$ cat config.mk
export PLATFORM = sky130hd
export DESIGN_NAME = uart_int_ident_fifo_ctrl
export DESIGN_NICKNAME = d
export VERILOG_FILES = /design/src/verilog/uart_ident_pkg.sv /design/src/verilog/uart_int_ident_fifo_ctrl.sv
export VERILOG_INCLUDE_DIRS = /design/src /design/src/verilog
export SDC_FILE = /design/constraint.sdc
export NUM_CORES = 1
export LEC_CHECK = 0
export BUFFER_PORTS_ARGS = -buffer_cell sky130_fd_sc_hd__buf_2
export CORE_MARGIN = 1.5
export CORE_UTILIZATION = 50
export CTS_BUF_LIST = sky130_fd_sc_hd__clkbuf_8
export DETAILED_ROUTE_END_ITERATION = 6
export GPL_TIMING_DRIVEN = 0
export PLACE_DENSITY_LB_ADDON = 0.05
export SLEW_MARGIN = 15
export SYNTH_ARGS = -nofsm -noshare
export SYNTH_HDL_FRONTEND = slang
export SYNTH_SLANG_ARGS = --single-unit
$ cat constraint.sdc
create_clock -name clk -period 2.9 [get_ports clk]
set_clock_uncertainty 0.15 [all_clocks]
set_input_delay 0.87 -clock clk [delete_from_list [all_inputs] [get_ports clk]]
set_output_delay 0.87 -clock clk [all_outputs]
set_load 0.005 [all_outputs]
$ cat src/verilog/uart_ident_cfg.svh
`ifndef UART_IDENT_CFG_SVH
`define UART_IDENT_CFG_SVH

// register locations on the plain register port
`define ADDR_W              4
`define OFF_IDENT_QCTRL     4'h2
`define OFF_INT_ENABLE      4'h1
`define OFF_MODEM_CTRL      4'h4
`define OFF_QUEUE_STATUS    4'h7

// read view layout and reset value
`define IDENT_RESET         8'h01
`define IDENT_CODE_LSB      0
`define IDENT_ON_LSB        6

// write view field positions
`define QC_ENABLE_BIT       0
`define QC_RX_FLUSH_BIT     1
`define QC_TX_FLUSH_BIT     2
`define QC_DMA_MODE_BIT     3
`define QC_TX_LEVEL_LSB     4
`define QC_RX_LEVEL_LSB     6

// interrupt enable bits
`define IE_RX_DATA_BIT      0
`define IE_TX_EMPTY_BIT     1
`define IE_LINE_BIT         2
`define IE_MODEM_BIT        3
`define IE_PROG_TX_BIT      7

// modem control bits
`define MC_RTS_BIT          1
`define MC_AUTO_BIT         5

// source codes
`define CODE_MODEM          4'h0
`define CODE_NONE           4'h1
`define CODE_TX_EMPTY       4'h2
`define CODE_RX_DATA        4'h4
`define CODE_LINE           4'h6
`define CODE_TIMEOUT        4'hc

`endif

$ cat src/verilog/uart_ident_pkg.sv
package uart_ident_pkg;

  typedef enum logic [1:0] {
    TX_LVL_EMPTY,
    TX_LVL_TWO,
    TX_LVL_QUARTER,
    TX_LVL_HALF
  } tx_level_t;

  typedef enum logic [1:0] {
    RX_LVL_ONE,
    RX_LVL_QUARTER,
    RX_LVL_HALF,
    RX_LVL_NEAR_FULL
  } rx_level_t;

  typedef struct packed {
    logic [3:0] addr;
    logic [7:0] wdata;
    logic       wr;
    logic       rd;
  } reg_req_t;

  typedef struct packed {
    logic line_status;
    logic char_timeout;
    logic modem_status;
  } int_src_t;

endpackage

$ cat src/verilog/uart_int_ident_fifo_ctrl.sv
// Contract
// ident on read, queue control on write
// bits 3:0 name top pending interrupt
// code 0001 when nothing pending
// modem 0000, transmit empty 0010
// rx data 0100, line status 0110
// character timeout reports 1100
// busy detect code never produced
// bits 5:4 read zero
// bits 7:6 show queues on
// read view 0x01 after reset
// control values are not read back; enable and dma mode read at queue status
// bit 0 enables; change flushes both
// bit 1 flushes rx, drops rx dma
// bit 2 flushes tx, drops tx dma
// bits 5:4 set tx empty level
// tx level: empty, two, quarter, half
// tx level steers tx dma request
// rx data interrupt at rx level
// rx level: one, quarter, half, full-2
// auto flow drops rts at rx level
// rx level steers rx dma request
// tx level used when prog mode on
// auto flow needs queues and enable
// flushes are single-cycle pulses
// dma mode bit stored, picks signalling
//
// Design decisions made here: the strobed register port and the register addresses.
`include "uart_ident_cfg.svh"

module uart_int_ident_fifo_ctrl #(
  parameter int DEPTH = 16,
  parameter int CNT_W = 5
) (
  input  wire logic                  clk,
  input  wire logic                  rst,
  input  wire uart_ident_pkg::reg_req_t req,
  output logic [7:0]                 rdata,
  input  wire logic [CNT_W-1:0]      rx_count,
  input  wire logic [CNT_W-1:0]      tx_count,
  input  wire uart_ident_pkg::int_src_t src,
  output logic                       rx_flush,
  output logic                       tx_flush,
  output logic                       queues_on_flag,
  output logic [3:0]                 int_source_code,
  output logic                       int_pending,
  output logic                       dma_rx_req_n,
  output logic                       dma_tx_req_n,
  output logic                       dma_rx_single_n,
  output logic                       dma_tx_single_n,
  output logic                       rts_n
);
  import uart_ident_pkg::*;

  // ---------------------------------------------------------------
  // register state
  // ---------------------------------------------------------------
  logic       queue_enable_r;
  logic       dma_signal_mode_r;
  tx_level_t  tx_empty_level_r;
  rx_level_t  rx_fill_level_r;
  logic [7:0] int_enable_r;
  logic [7:0] modem_ctrl_r;
  logic       rx_flush_r;
  logic       tx_flush_r;

  // ---------------------------------------------------------------
  // level marks
  // ---------------------------------------------------------------
  localparam logic [CNT_W-1:0] MARK_TWO     = CNT_W'(2);
  localparam logic [CNT_W-1:0] MARK_QUARTER = CNT_W'(DEPTH / 4);
  localparam logic [CNT_W-1:0] MARK_HALF    = CNT_W'(DEPTH / 2);
  localparam logic [CNT_W-1:0] MARK_NEAR    = CNT_W'(DEPTH - 2);
  localparam logic [CNT_W-1:0] MARK_FULL    = CNT_W'(DEPTH);

  // one location: reads give the ident view, writes the queue control
  wire wr_qc = req.wr && (req.addr == `OFF_IDENT_QCTRL);
  wire wr_ie = req.wr && (req.addr == `OFF_INT_ENABLE);
  wire wr_mc = req.wr && (req.addr == `OFF_MODEM_CTRL);

  // ---------------------------------------------------------------
  // queue control fields
  // ---------------------------------------------------------------
  always_ff @(posedge clk or posedge rst) begin
    if (rst) begin
      queue_enable_r <= 1'b0;
    end else if (wr_qc) begin
      queue_enable_r <= req.wdata[`QC_ENABLE_BIT];
    end
  end

  always_ff @(posedge clk or posedge rst) begin
    if (rst) begin
      dma_signal_mode_r <= 1'b0;
    end else if (wr_qc) begin
      dma_signal_mode_r <= req.wdata[`QC_DMA_MODE_BIT];
    end
  end

  always_ff @(posedge clk or posedge rst) begin
    if (rst) begin
      tx_empty_level_r <= TX_LVL_EMPTY;
    end else if (wr_qc) begin
      tx_empty_level_r <= tx_level_t'(req.wdata[`QC_TX_LEVEL_LSB +: 2]);
    end
  end

  always_ff @(posedge clk or posedge rst) begin
    if (rst) begin
      rx_fill_level_r <= RX_LVL_ONE;
    end else if (wr_qc) begin
      rx_fill_level_r <= rx_level_t'(req.wdata[`QC_RX_LEVEL_LSB +: 2]);
    end
  end

  // ---------------------------------------------------------------
  // neighbour registers
  // ---------------------------------------------------------------
  // copies of the neighbour registers whose bits steer this block
  always_ff @(posedge clk or posedge rst) begin
    if (rst) begin
      int_enable_r <= 8'h00;
    end else if (wr_ie) begin
      int_enable_r <= req.wdata;
    end
  end

  always_ff @(posedge clk or posedge rst) begin
    if (rst) begin
      modem_ctrl_r <= 8'h00;
    end else if (wr_mc) begin
      modem_ctrl_r <= req.wdata;
    end
  end

  // ---------------------------------------------------------------
  // flush pulses
  // ---------------------------------------------------------------
  // an enable toggle flushes both queues so stale pointers never survive
  wire en_change = wr_qc && (req.wdata[`QC_ENABLE_BIT] != queue_enable_r);

  always_ff @(posedge clk or posedge rst) begin
    if (rst) begin
      rx_flush_r <= 1'b0;
    end else begin
      rx_flush_r <= wr_qc && (req.wdata[`QC_RX_FLUSH_BIT] || en_change);
    end
  end

  always_ff @(posedge clk or posedge rst) begin
    if (rst) begin
      tx_flush_r <= 1'b0;
    end else begin
      tx_flush_r <= wr_qc && (req.wdata[`QC_TX_FLUSH_BIT] || en_change);
    end
  end

  // ---------------------------------------------------------------
  // level decoding
  // ---------------------------------------------------------------
  function automatic logic [CNT_W-1:0] rx_mark(input rx_level_t l);
    case (l)
      RX_LVL_ONE:       rx_mark = CNT_W'(1);
      RX_LVL_QUARTER:   rx_mark = MARK_QUARTER;
      RX_LVL_HALF:      rx_mark = MARK_HALF;
      RX_LVL_NEAR_FULL: rx_mark = MARK_NEAR;
      default:          rx_mark = CNT_W'(1);
    endcase
  endfunction

  function automatic logic [CNT_W-1:0] tx_mark(input tx_level_t l);
    case (l)
      TX_LVL_EMPTY:   tx_mark = CNT_W'(0);
      TX_LVL_TWO:     tx_mark = MARK_TWO;
      TX_LVL_QUARTER: tx_mark = MARK_QUARTER;
      TX_LVL_HALF:    tx_mark = MARK_HALF;
      default:        tx_mark = CNT_W'(0);
    endcase
  endfunction

  // marks decoded once; interrupt, dma and flow paths share them
  wire [CNT_W-1:0] rx_mark_w = rx_mark(rx_fill_level_r);
  wire [CNT_W-1:0] tx_mark_w = tx_mark(tx_empty_level_r);
  wire             prog_tx   = queue_enable_r && int_enable_r[`IE_PROG_TX_BIT];

  // ---------------------------------------------------------------
  // level hits
  // ---------------------------------------------------------------
  // with queues off a single holding slot behaves as depth one
  logic rx_hit;
  always_comb begin
    if (queue_enable_r) begin
      rx_hit = (rx_count >= rx_mark_w);
    end else begin
      rx_hit = (rx_count != '0);
    end
  end

  // programmable mode fires at the level, otherwise only when empty
  logic tx_hit;
  always_comb begin
    if (prog_tx) begin
      tx_hit = (tx_count <= tx_mark_w);
    end else begin
      tx_hit = (tx_count == '0);
    end
  end

  logic tx_dma_hit;
  always_comb begin
    if (queue_enable_r) begin
      tx_dma_hit = (tx_count <= tx_mark_w);
    end else begin
      tx_dma_hit = (tx_count == '0);
    end
  end

  // ---------------------------------------------------------------
  // interrupt priority
  // ---------------------------------------------------------------
  // each cause is gated by its enable bit (timeout shares the rx data one) before priority is applied
  wire line_on = int_enable_r[`IE_LINE_BIT] && src.line_status;
  wire rxd_on  = int_enable_r[`IE_RX_DATA_BIT] && rx_hit;
  wire tmo_on  = int_enable_r[`IE_RX_DATA_BIT] && src.char_timeout;
  wire txe_on  = int_enable_r[`IE_TX_EMPTY_BIT] && tx_hit;
  wire mdm_on  = int_enable_r[`IE_MODEM_BIT] && src.modem_status;

  // ---------------------------------------------------------------
  // priority pick
  // ---------------------------------------------------------------
  // line errors outrank data so a bad byte is reported before it is taken
  logic [3:0] code_nxt;
  always_comb begin
    code_nxt = `CODE_NONE;
    if (line_on) begin
      code_nxt = `CODE_LINE;
    end else if (rxd_on) begin
      code_nxt = `CODE_RX_DATA;
    end else if (tmo_on) begin
      code_nxt = `CODE_TIMEOUT;
    end else if (txe_on) begin
      code_nxt = `CODE_TX_EMPTY;
    end else if (mdm_on) begin
      code_nxt = `CODE_MODEM;
    end
  end

  always_ff @(posedge clk or posedge rst) begin
    if (rst) begin
      int_source_code <= `CODE_NONE;
    end else begin
      int_source_code <= code_nxt;
    end
  end

  always_ff @(posedge clk or posedge rst) begin
    if (rst) begin
      int_pending <= 1'b0;
    end else begin
      int_pending <= (code_nxt != `CODE_NONE);
    end
  end

  always_ff @(posedge clk or posedge rst) begin
    if (rst) begin
      queues_on_flag <= 1'b0;
    end else begin
      queues_on_flag <= queue_enable_r;
    end
  end

  // ---------------------------------------------------------------
  // dma request lines, active low
  // ---------------------------------------------------------------
  // mode 0 asks per character, mode 1 asks by level; a flush drops both
  logic rx_req_want;
  always_comb begin
    case (dma_signal_mode_r)
      1'b0:    rx_req_want = (rx_count != '0);
      default: rx_req_want = rx_hit;
    endcase
  end

  logic tx_req_want;
  always_comb begin
    case (dma_signal_mode_r)
      1'b0:    tx_req_want = (tx_count == '0);
      default: tx_req_want = tx_dma_hit;
    endcase
  end

  // ---------------------------------------------------------------
  // request line flops
  // ---------------------------------------------------------------
  always_ff @(posedge clk or posedge rst) begin
    if (rst) begin
      dma_rx_single_n <= 1'b1;
    end else begin
      dma_rx_single_n <= rx_flush_r || (rx_count == '0);
    end
  end

  always_ff @(posedge clk or posedge rst) begin
    if (rst) begin
      dma_rx_req_n <= 1'b1;
    end else begin
      dma_rx_req_n <= rx_flush_r || !rx_req_want;
    end
  end

  always_ff @(posedge clk or posedge rst) begin
    if (rst) begin
      dma_tx_single_n <= 1'b1;
    end else begin
      dma_tx_single_n <= tx_flush_r || (tx_count >= MARK_FULL);
    end
  end

  always_ff @(posedge clk or posedge rst) begin
    if (rst) begin
      dma_tx_req_n <= 1'b1;
    end else begin
      dma_tx_req_n <= tx_flush_r || !tx_req_want;
    end
  end

  // ---------------------------------------------------------------
  // request-to-send
  // ---------------------------------------------------------------
  // software's own request, overridden only while auto flow runs
  wire rts_soft = modem_ctrl_r[`MC_RTS_BIT];
  wire auto_on  = queue_enable_r && modem_ctrl_r[`MC_AUTO_BIT];
  always_ff @(posedge clk or posedge rst) begin
    if (rst) begin
      rts_n <= 1'b1;
    end else if (auto_on) begin
      rts_n <= !rts_soft || rx_hit;
    end else begin
      rts_n <= !rts_soft;
    end
  end

  // ---------------------------------------------------------------
  // read port
  // ---------------------------------------------------------------
  // the view is rebuilt from live state; the control byte is never stored
  function automatic logic [7:0] ident_view(input logic [3:0] code, input logic on);
    ident_view = {{2{on}}, 2'b00, code};
  endfunction

  always_ff @(posedge clk or posedge rst) begin
    if (rst) begin
      rdata <= 8'h00;
    end else if (req.rd) begin
      case (req.addr)
        // level and flush controls never appear here; queue status shows the enable and dma mode bits
        `OFF_IDENT_QCTRL:  rdata <= ident_view(code_nxt, queue_enable_r);
        `OFF_INT_ENABLE:   rdata <= int_enable_r;
        `OFF_MODEM_CTRL:   rdata <= modem_ctrl_r;
        `OFF_QUEUE_STATUS: rdata <= {6'h00, dma_signal_mode_r, queue_enable_r};
        default:           rdata <= 8'h00;
      endcase
    end else begin
      rdata <= 8'h00;
    end
  end

  // ---------------------------------------------------------------
  // flush outputs
  // ---------------------------------------------------------------
  // pulses leave straight from their flops so the queues see clean edges
  assign rx_flush = rx_flush_r;
  assign tx_flush = tx_flush_r;

endmodule
Yosys cells after proc, flatten, opt, wreduce, memory -nomap -nowiden --
Cells that the tools add are included. W data, S select, Z words.
Cells by class: magnitude comparators 3, eq/ne operators 12, muxes and demuxes 15, reduce and logical (&&, ||, !) cells 28
Operator list (number):
- $pmux W5 S4 | 2
- $pmux W8 S4 | 1
- $logic_and A1 B1 Y1 | 13
- $mux W4 | 3
- $logic_not A5 Y1 | 2
- $eq A2 B2 Y1 const B | 4
- $eq A4 B3 Y1 const B | 2
- $mux W8 | 1
- $logic_or A1 B1 Y1 | 7
- $mux W1 | 7
- $ge A5 B5 Y1 | 1
- $ge A5 B5 Y1 const B | 1
- $le A5 B5 Y1 | 1
- $reduce_bool A5 Y1 | 1
- $eq A2 B1 Y1 const B | 2
- $eq A4 B1 Y1 const B | 1
- $eq A4 B2 Y1 const B | 1
- $logic_not A2 Y1 | 2
- $ne A4 B1 Y1 const B | 1
- $logic_not A1 Y1 | 3
- $mux W2 | 1
- $ne A1 B1 Y1 | 1
Storage, ports and cells: bits in registers 43, bits of input ports 29, output and inout port bits 21, logic and storage cells 75

Logic depth before layout (Yosys ltp) --
Gate-level depths: netlist of the first run.
depth after elaboration 11, gate-level depth with buffers 8, depth with buffers taken out 8

Least setup slack after synthesis of the first run --
Ideal clock, no wire load.
kind input-to-reg, start point input port tx_count[1], end point register rdata[1], setup time 0.135 ns, arrival time 2.156 ns, required time 2.615 ns, slack 0.459 ns, cell stages on the path 8, path buffers 0, cell sequence inv_1 > ha_1 > and4b_1 > a211oi_1 > nor4b_1 > a31oi_1 > a21o_1 > o22ai_1
Between the ends: cells in the longest elaborated chain, start to end 9, elaborated cells on any way between the ends 10, classes of those cells order compare (1); mux (7); reduce/logical (2)
Ends and longest elaborated chain:
- start, declared | line uart_int_ident_fifo_ctrl.sv:40 | input wire logic [CNT_W-1:0] tx_count,
- $le A5 B5 Y1 / $logic_not A5 Y1 (equally long branches) | line uart_int_ident_fifo_ctrl.sv:203, uart_int_ident_fifo_ctrl.sv:205
- $mux W1 (*) | line uart_int_ident_fifo_ctrl.sv:202 | if (prog_tx) begin
- $logic_and A1 B1 Y1 (*) | line uart_int_ident_fifo_ctrl.sv:225 | wire txe_on = int_enable_r[`IE_TX_EMPTY_BIT] && tx_hit;
- $mux W2 (*) | line uart_int_ident_fifo_ctrl.sv:241 | end else if (txe_on) begin
- $mux W4 (*) | line uart_int_ident_fifo_ctrl.sv:239 | end else if (tmo_on) begin
- $mux W4 (*) | line uart_int_ident_fifo_ctrl.sv:237 | end else if (rxd_on) begin
- $mux W4 (*) | line uart_int_ident_fifo_ctrl.sv:235 | if (line_on) begin
- $pmux W8 S4 (*) | line uart_int_ident_fifo_ctrl.sv:355 | case (req.addr)
- $mux W8 (*) | line uart_int_ident_fifo_ctrl.sv:354 | end else if (req.rd) begin
- end signal, assigned | line uart_int_ident_fifo_ctrl.sv:357 | `OFF_IDENT_QCTRL: rdata <= ident_view(code_nxt, queue_enable_r);
- end signal, assigned | line uart_int_ident_fifo_ctrl.sv:358 | `OFF_INT_ENABLE: rdata <= int_enable_r;
- end signal, assigned | line uart_int_ident_fifo_ctrl.sv:359 | `OFF_MODEM_CTRL: rdata <= modem_ctrl_r;
- end, declared | line uart_int_ident_fifo_ctrl.sv:38 | output logic [7:0] rdata,
Every way passes the cells marked *; elsewhere a longest branch is shown, timed or not. A chain may end at the register's enable or synchronous reset.

Worst setup path in the final report of the first run --
start point input port tx_count[3], end point register rdata[1]
Same word-level chain as after synthesis.

==> results of run 1 <==
routing by layer:
| metal | GRT usage | routed length (um) |
|---|---|---|
| met1 | 0.282 | 1880 |
| met2 | 0.359 | 2060 |
| met3 | 0.0524 | 204 |
| met4 | 0.0459 | 31 |
| met5 | 0 | 0 |
cells by family (layout without fill, tap and decap cells):
group,after synthesis,after routing
flip-flops,43,43
multiplexers,22,22
adder cells (fa/ha/maj),7,7
AND/OR/NAND/NOR,55,55
buffers and inverters,9,66
AO/OA/AOI/OAI,27,27
XOR/XNOR,3,3
power breakdown:
| group | switching [mW] | total [mW] | internal [mW] |
|---|---|---|---|
| combinational | 0.148 | 0.306 | 0.158 |
| sequential | 0.0601 | 0.766 | 0.706 |
| clock | 0.193 | 0.358 | 0.165 |
| total | 0.401 | 1.43 | 1.03 |
worst paths after layout:
check                               startpoint                   to  slack (ns)  cells past startpoint
setup reg to reg           tx_empty_level_r[0]             rdata[1]        0.63                      8
hold / removal                  queue_enable_r       queues_on_flag        0.23                      0
hold reg to reg                 queue_enable_r       queues_on_flag        0.23                      0
min in group asynchronous                  rst  tx_empty_level_r[0]        0.45                      2
setup / recovery                   tx_count[3]             rdata[1]        0.48                      8
max in group asynchronous                  rst       queue_enable_r        1.68                      3
state kept, by name, indices dropped and copies added, names as in the netlist, 2 cells and up:
signal            flops
int_source_code       4
rdata                 8
modem_ctrl_r          8
tx_empty_level_r      2
rx_fill_level_r       2
int_enable_r          8
cell usage after synthesis (all sizes together) (2+ instances only):
master and instances:
nor4b 3, nor2 15, xnor2 2, a211oi 2, nand3b 2, dfrtp 37, nor3 3, dfstp 6
a22oi 4, or2 3, a21oi 5, ha 7, o21ai 4, a222oi 2, or4 2, buf 2
nand2b 4, mux2 22, nand2 17, inv 7
worst reg2reg max path, stage by stage (launching register included):
cell and delay (ns):
dfrtp_1 0.42, nand2b_1 0.16, ha_1 0.28, and4b_1 0.18, a211oi_1 0.31, nor4b_1 0.10
a31oi_1 0.30, a21o_1 0.15, o22ai_1 0.09
cell usage in the layout, fill, tap and decap left out, types with 2 or more instances in the layout:
cell	n
buf_2	50
dfrtp_1	37
mux2_2	22
nand2_1	16
nor2_1	15
ha_1	7
inv_1	6
dfstp_2	6
a21oi_1	5
clkbuf_8	5
nand2b_1	4
a22oi_1	4
o21ai_0	3
or2_2	3
clkinv_2	3
nor4b_4	2
nor3_4	2
a211oi_1	2
xnor2_1	2
a222oi_1	2
cell type report:
| cell class | instances | area share |
|---|---|---|
| tap | 48 | 0.0246 |
| inverter | 7 | 0.0108 |
| sequential | 43 | 0.444 |
| timing repair buffer | 49 | 0.110 |
| multi-input combinational | 114 | 0.373 |
| buffer | 2 | 0.00410 |
| clock buffer | 5 | 0.0282 |
| clock inverter | 3 | 0.00615 |
metrics by stage:
| step | instances | hold WS (ns) | power (mW) | util | setup slack, ns |
|---|---|---|---|---|---|
| after floorplan | 166 | 0.199 | 0.965 | - | 0.459 |
| after global placement | 262 | 0.208 | 1.06 | 0.618 | 0.199 |
| after detailed placement | 263 | 0.223 | 1.09 | 0.625 | 0.178 |
| after CTS | 271 | 0.236 | 1.45 | 0.648 | 0.481 |
| after global routing | 271 | 0.249 | 1.52 | 0.648 | 0.336 |
| final | 271 | 0.229 | 1.43 | 0.648 | 0.476 |
==> reports/metrics.csv, run 1 <==
metric,value,unit
grt_usage,0.214,
max_freq,413,MHz
period_share,0.836,
yosys.area_share.simple,0.176,
cts_tree,done,
avgViaCountPerCell,5.44,
tightest_slew,0.644,ns
wl,4180,um
async_flop_share,1.00,
clock_latency,0.28,ns
numCtsBuffers,5,
cts_setup_buffers,0,
cap_violations,0,
die_w,66.7,um
grt_antenna_before_repair,0,
rsz0062_at_grt,false,
setup_viol,0,
start_util,0.538,
crit_required,2.91,ns
crit_chain,buf_2 > ha_1 > and4b_1 > a211oi_1 > nor4b_1 > a31oi_1 > a21o_1 > o22ai_1,
yosys.area.top_type,dfrtp_1,
synth_top_family_by_area,simple AND/OR/NAND/NOR gates,
yosysSeqAreaShare,0.534,
dieHeight,66.7,um
drt_first_pass_iters,5,
synth-seq-cells,43,
grt_pass1_wl,6950,um
ir_worst_vdd,0.379,mV
crit_path_start_kind,input pin,
slew_violations,0,
fin_tns_setup,0,ns
routedWlPerCell,15.4,um
power_density,585,nW/um2
hold_buffers,0,
critPathBufInv,1,
synth_xor_area_frac,0.0129,
worst_path_max_delay_cell,ha_1,
crit_arrival,2.43,ns
die-area,4450,um2
cts_sinks,43,
drc_errors,0,
synth.area.mux_share,0.122,
crit_path_end_kind,flip-flop,
root_buffer,clkbuf_8,
dp_hpwl,3240,um
nNetsFinal,258,
clkTransAtPathRegs,0.08,ns
final_area,2440,um2
yosysUniqueCellTypes,43,
cts_buffer_depth,2,
grt_pass1_vias,1491,
hold_path.class,flip-flop to flip-flop,
crit_path_max_fanout,2,
cp_top_family,compound AO/OA/AOI/OAI gates,
dpl-instance-area,2360,um2
min_period,2.42,ns
synth_area_leaders,"dfrtp_1 46%, mux2_2 12%, dfstp_2 7.8%, ha_1 4.3%, nand2_1 3.0%",
synth_compound_area_frac,0.0949,
dr_total_vias,1474,
relSlewSlack,0.569,
drt_iter0_markers,64,
yosys_warnings,0,
postSynthNetCount,202,
synth_area,2030,um2
seq_area,1080,um2
syn_to_final_growth,20.3,%
crit_path_max_incr_delay,0.31,ns
finalHoldViolations,0,
grt_overflow,0,
synth-edff-count,0,
netlist_instances,166,
avgSynthCellArea,12.2,um2
drive_gt1_frac,0.448,
status,"finished, final reports clean",
h-tree-depth,2,
synthAdderAreaFrac,0.0431,
place_congestion,0.826,
synthDominantCellAreaShare,0.456,
portBuffers,48,
io_pins,50,
fillers,320,
cts-resized-gates,0,
diodes,0,
synth_ff_type,dfrtp_1,
core_region_area,3770,um2
path_class,input pin to flip-flop,
multiInputGateArea,911,um2
rows,22,
ant_nets,0,
leakage,1.20,nW
grt_max_degree,23,
No activity file was read; power rests on OpenSTA's default activity.
==> run 2, diff against run 1 <==
- CORE_UTILIZATION: 50 -> 49
- clock period: 2.9 -> 2.04 ns (I/O delays scaled with it)
==> run 2 against run 1 <==
Against the previous run: the run now ends with negative setup slack left; worst hold slack worse by 0.18 ns; sequential power is 44% higher; worst setup slack worse by 0.59 ns; register-to-register slack worse by 0.75 ns; wire length is 6.3% higher; clock-buffer cell count stayed put; combinational power is 76% higher; largest cell class unchanged; largest power group unchanged.
==> reports/metrics.csv, run 2 (synthesized netlist as in run 1, its figures left out) <==
metric,value,unit
crit_path_max_fanout,4,
hold_buffers,0,
io_pins,50,
grt_pass1_wl,6910,um
finalHoldViolations,0,
slew_violations,0,
drt_iter0_markers,89,
crit_arrival,2.19,ns
final_area,2590,um2
place_ws,-0.359,ns
placed_cells,265,
crit_required,2.07,ns
top_regs,"int_enable_r (8), modem_ctrl_r (8), rdata (8)",
rows,23,
relSlewSlack,0.548,
grt_pass1_vias,1474,
grt_antenna_before_repair,0,
cts_buffer_depth,2,
crit_path_end_kind,flip-flop,
dieHeight,67.4,um
swShare,0.293,
dp_hpwl,3300,um
wl,4440,um
drt_first_pass_iters,4,
status,"complete, but fails checks",
cts_sinks,43,
mostFrequentLayoutCells,"50 x buf_2, 36 x dfrtp_1, 22 x mux2_2, 14 x nand2_1, 14 x nor2_1",
cts_tree,done,
ir_worst_vdd,0.578,mV
grt_max_degree,38,
setup_ws,-0.116,ns
period_share,1.06,
clkPwrFrac,0.242,
path_class,flip-flop to flip-flop,
final_cells,277,
drc_errors,0,
nNetsFinal,262,
grt_overflow,0,
dpl-instance-area,2400,um2
dr_total_vias,1543,
ant_nets,0,
clkTransAtPathRegs,0.08,ns
place_congestion,0.920,
switchingPower,0.633,mW
combPwrFrac,0.250,
max_freq,464,MHz
tightest_slew,0.675,ns
routedWlPerCell,16.0,um
start_util,0.508,
root_buffer,clkbuf_8,
clock_latency,0.30,ns
avgViaCountPerCell,5.57,
violations,negative setup slack,
whs,0.0487,ns
min_period,2.16,ns
rr_worst_depth,8,
cap_violations,0,
numCtsBuffers,5,
final_common_cell,buf_2,
rsz0062_at_grt,true,
diodes,0,
r2r_start,rx_fill_level_r[0],
hold_path.class,input pin to async pin,
internal_power,1.53,mW
crit_path_start_kind,flip-flop,
rrSetupSlack,-0.12,ns
seq_power_share,0.509,
h-tree-depth,2,
total_power,2.16,mW
die-area,4540,um2
setup_viol,6,
syn_to_final_growth,27.8,%
die_w,67.4,um
core_region_area,4000,um2
portBuffers,48,
drive_gt1_frac,0.537,
grt_usage,0.212,
leakage,1.23,nW
r2r-end,rdata[2],
power_density,834,nW/um2
[run 2: layer usage]
metal,routed length [um],vias up,global-route usage,part of all wire
met1,1750,758,0.276,0.39
met2,2360,59,0.345,0.53
met3,260,10,0.0500,0.059
met5,0,-,0,0
met4,74,0,0.0765,0.017
li1,-,716,-,-
[run 2: per-stage QoR]
step / setup TNS (ns) / util
after global routing: -0.988 / 0.649
final: -0.402 / 0.649
after detailed placement: -6.02 / 0.601
after global placement: -12.37 / 0.596
after floorplan: -0.107 / -
after CTS: -0.128 / 0.635
[run 2: layout make-up]
type                    count  area [um2]
well taps                  50        62.6
inverters                   7        33.8
clock buffers               5        68.8
flip-flops and latches     43        1080
clock inverters             3        20.0
fillers                   342        1410
plain buffers               2        10.0
repair buffers             53         290
multi-input cells         114        1020
[run 2: worst max path at each step]
| stage | start | endpoint |
|---|---|---|
| floorplan | rx_count[0] | rdata[3] |
| global placement | tx_count[3] | rdata[1] |
| detailed placement | tx_count[3] | rdata[1] |
| CTS | rx_fill_level_r[1] | rdata[2] |
| global route | rx_fill_level_r[0] | rdata[2] |
| finish | rx_fill_level_r[0] | rdata[2] |
[run 2: critical path: stages (launching register included)]
cell and delay, ns:
dfrtp_1 0.42, nor2_2 0.18, ha_4 0.22, nand2b_4 0.14, a211oi_4 0.22, o211ai_1 0.13, o211a_2 0.16, a222oi_1 0.35
nor2_1 0.07
[run 2: repair_timing]
item	CTS	global route
gates cloned	0	0
pin swaps	7	11
setup endpoints to repair	7	10
resized for setup	5	9
setup buffers	3	1
[run 2: power by group through the flow]
stage          registers, mW  logic, mW  clock network, mW
2_1_floorplan           1.09      0.316                  0
6_report                1.10      0.540              0.523
3_5_place_dp            1.11      0.483                  0
5_1_grt                 1.12      0.599              0.590
4_1_cts                 1.09      0.508              0.545
3_3_place_gp            1.10      0.450                  0
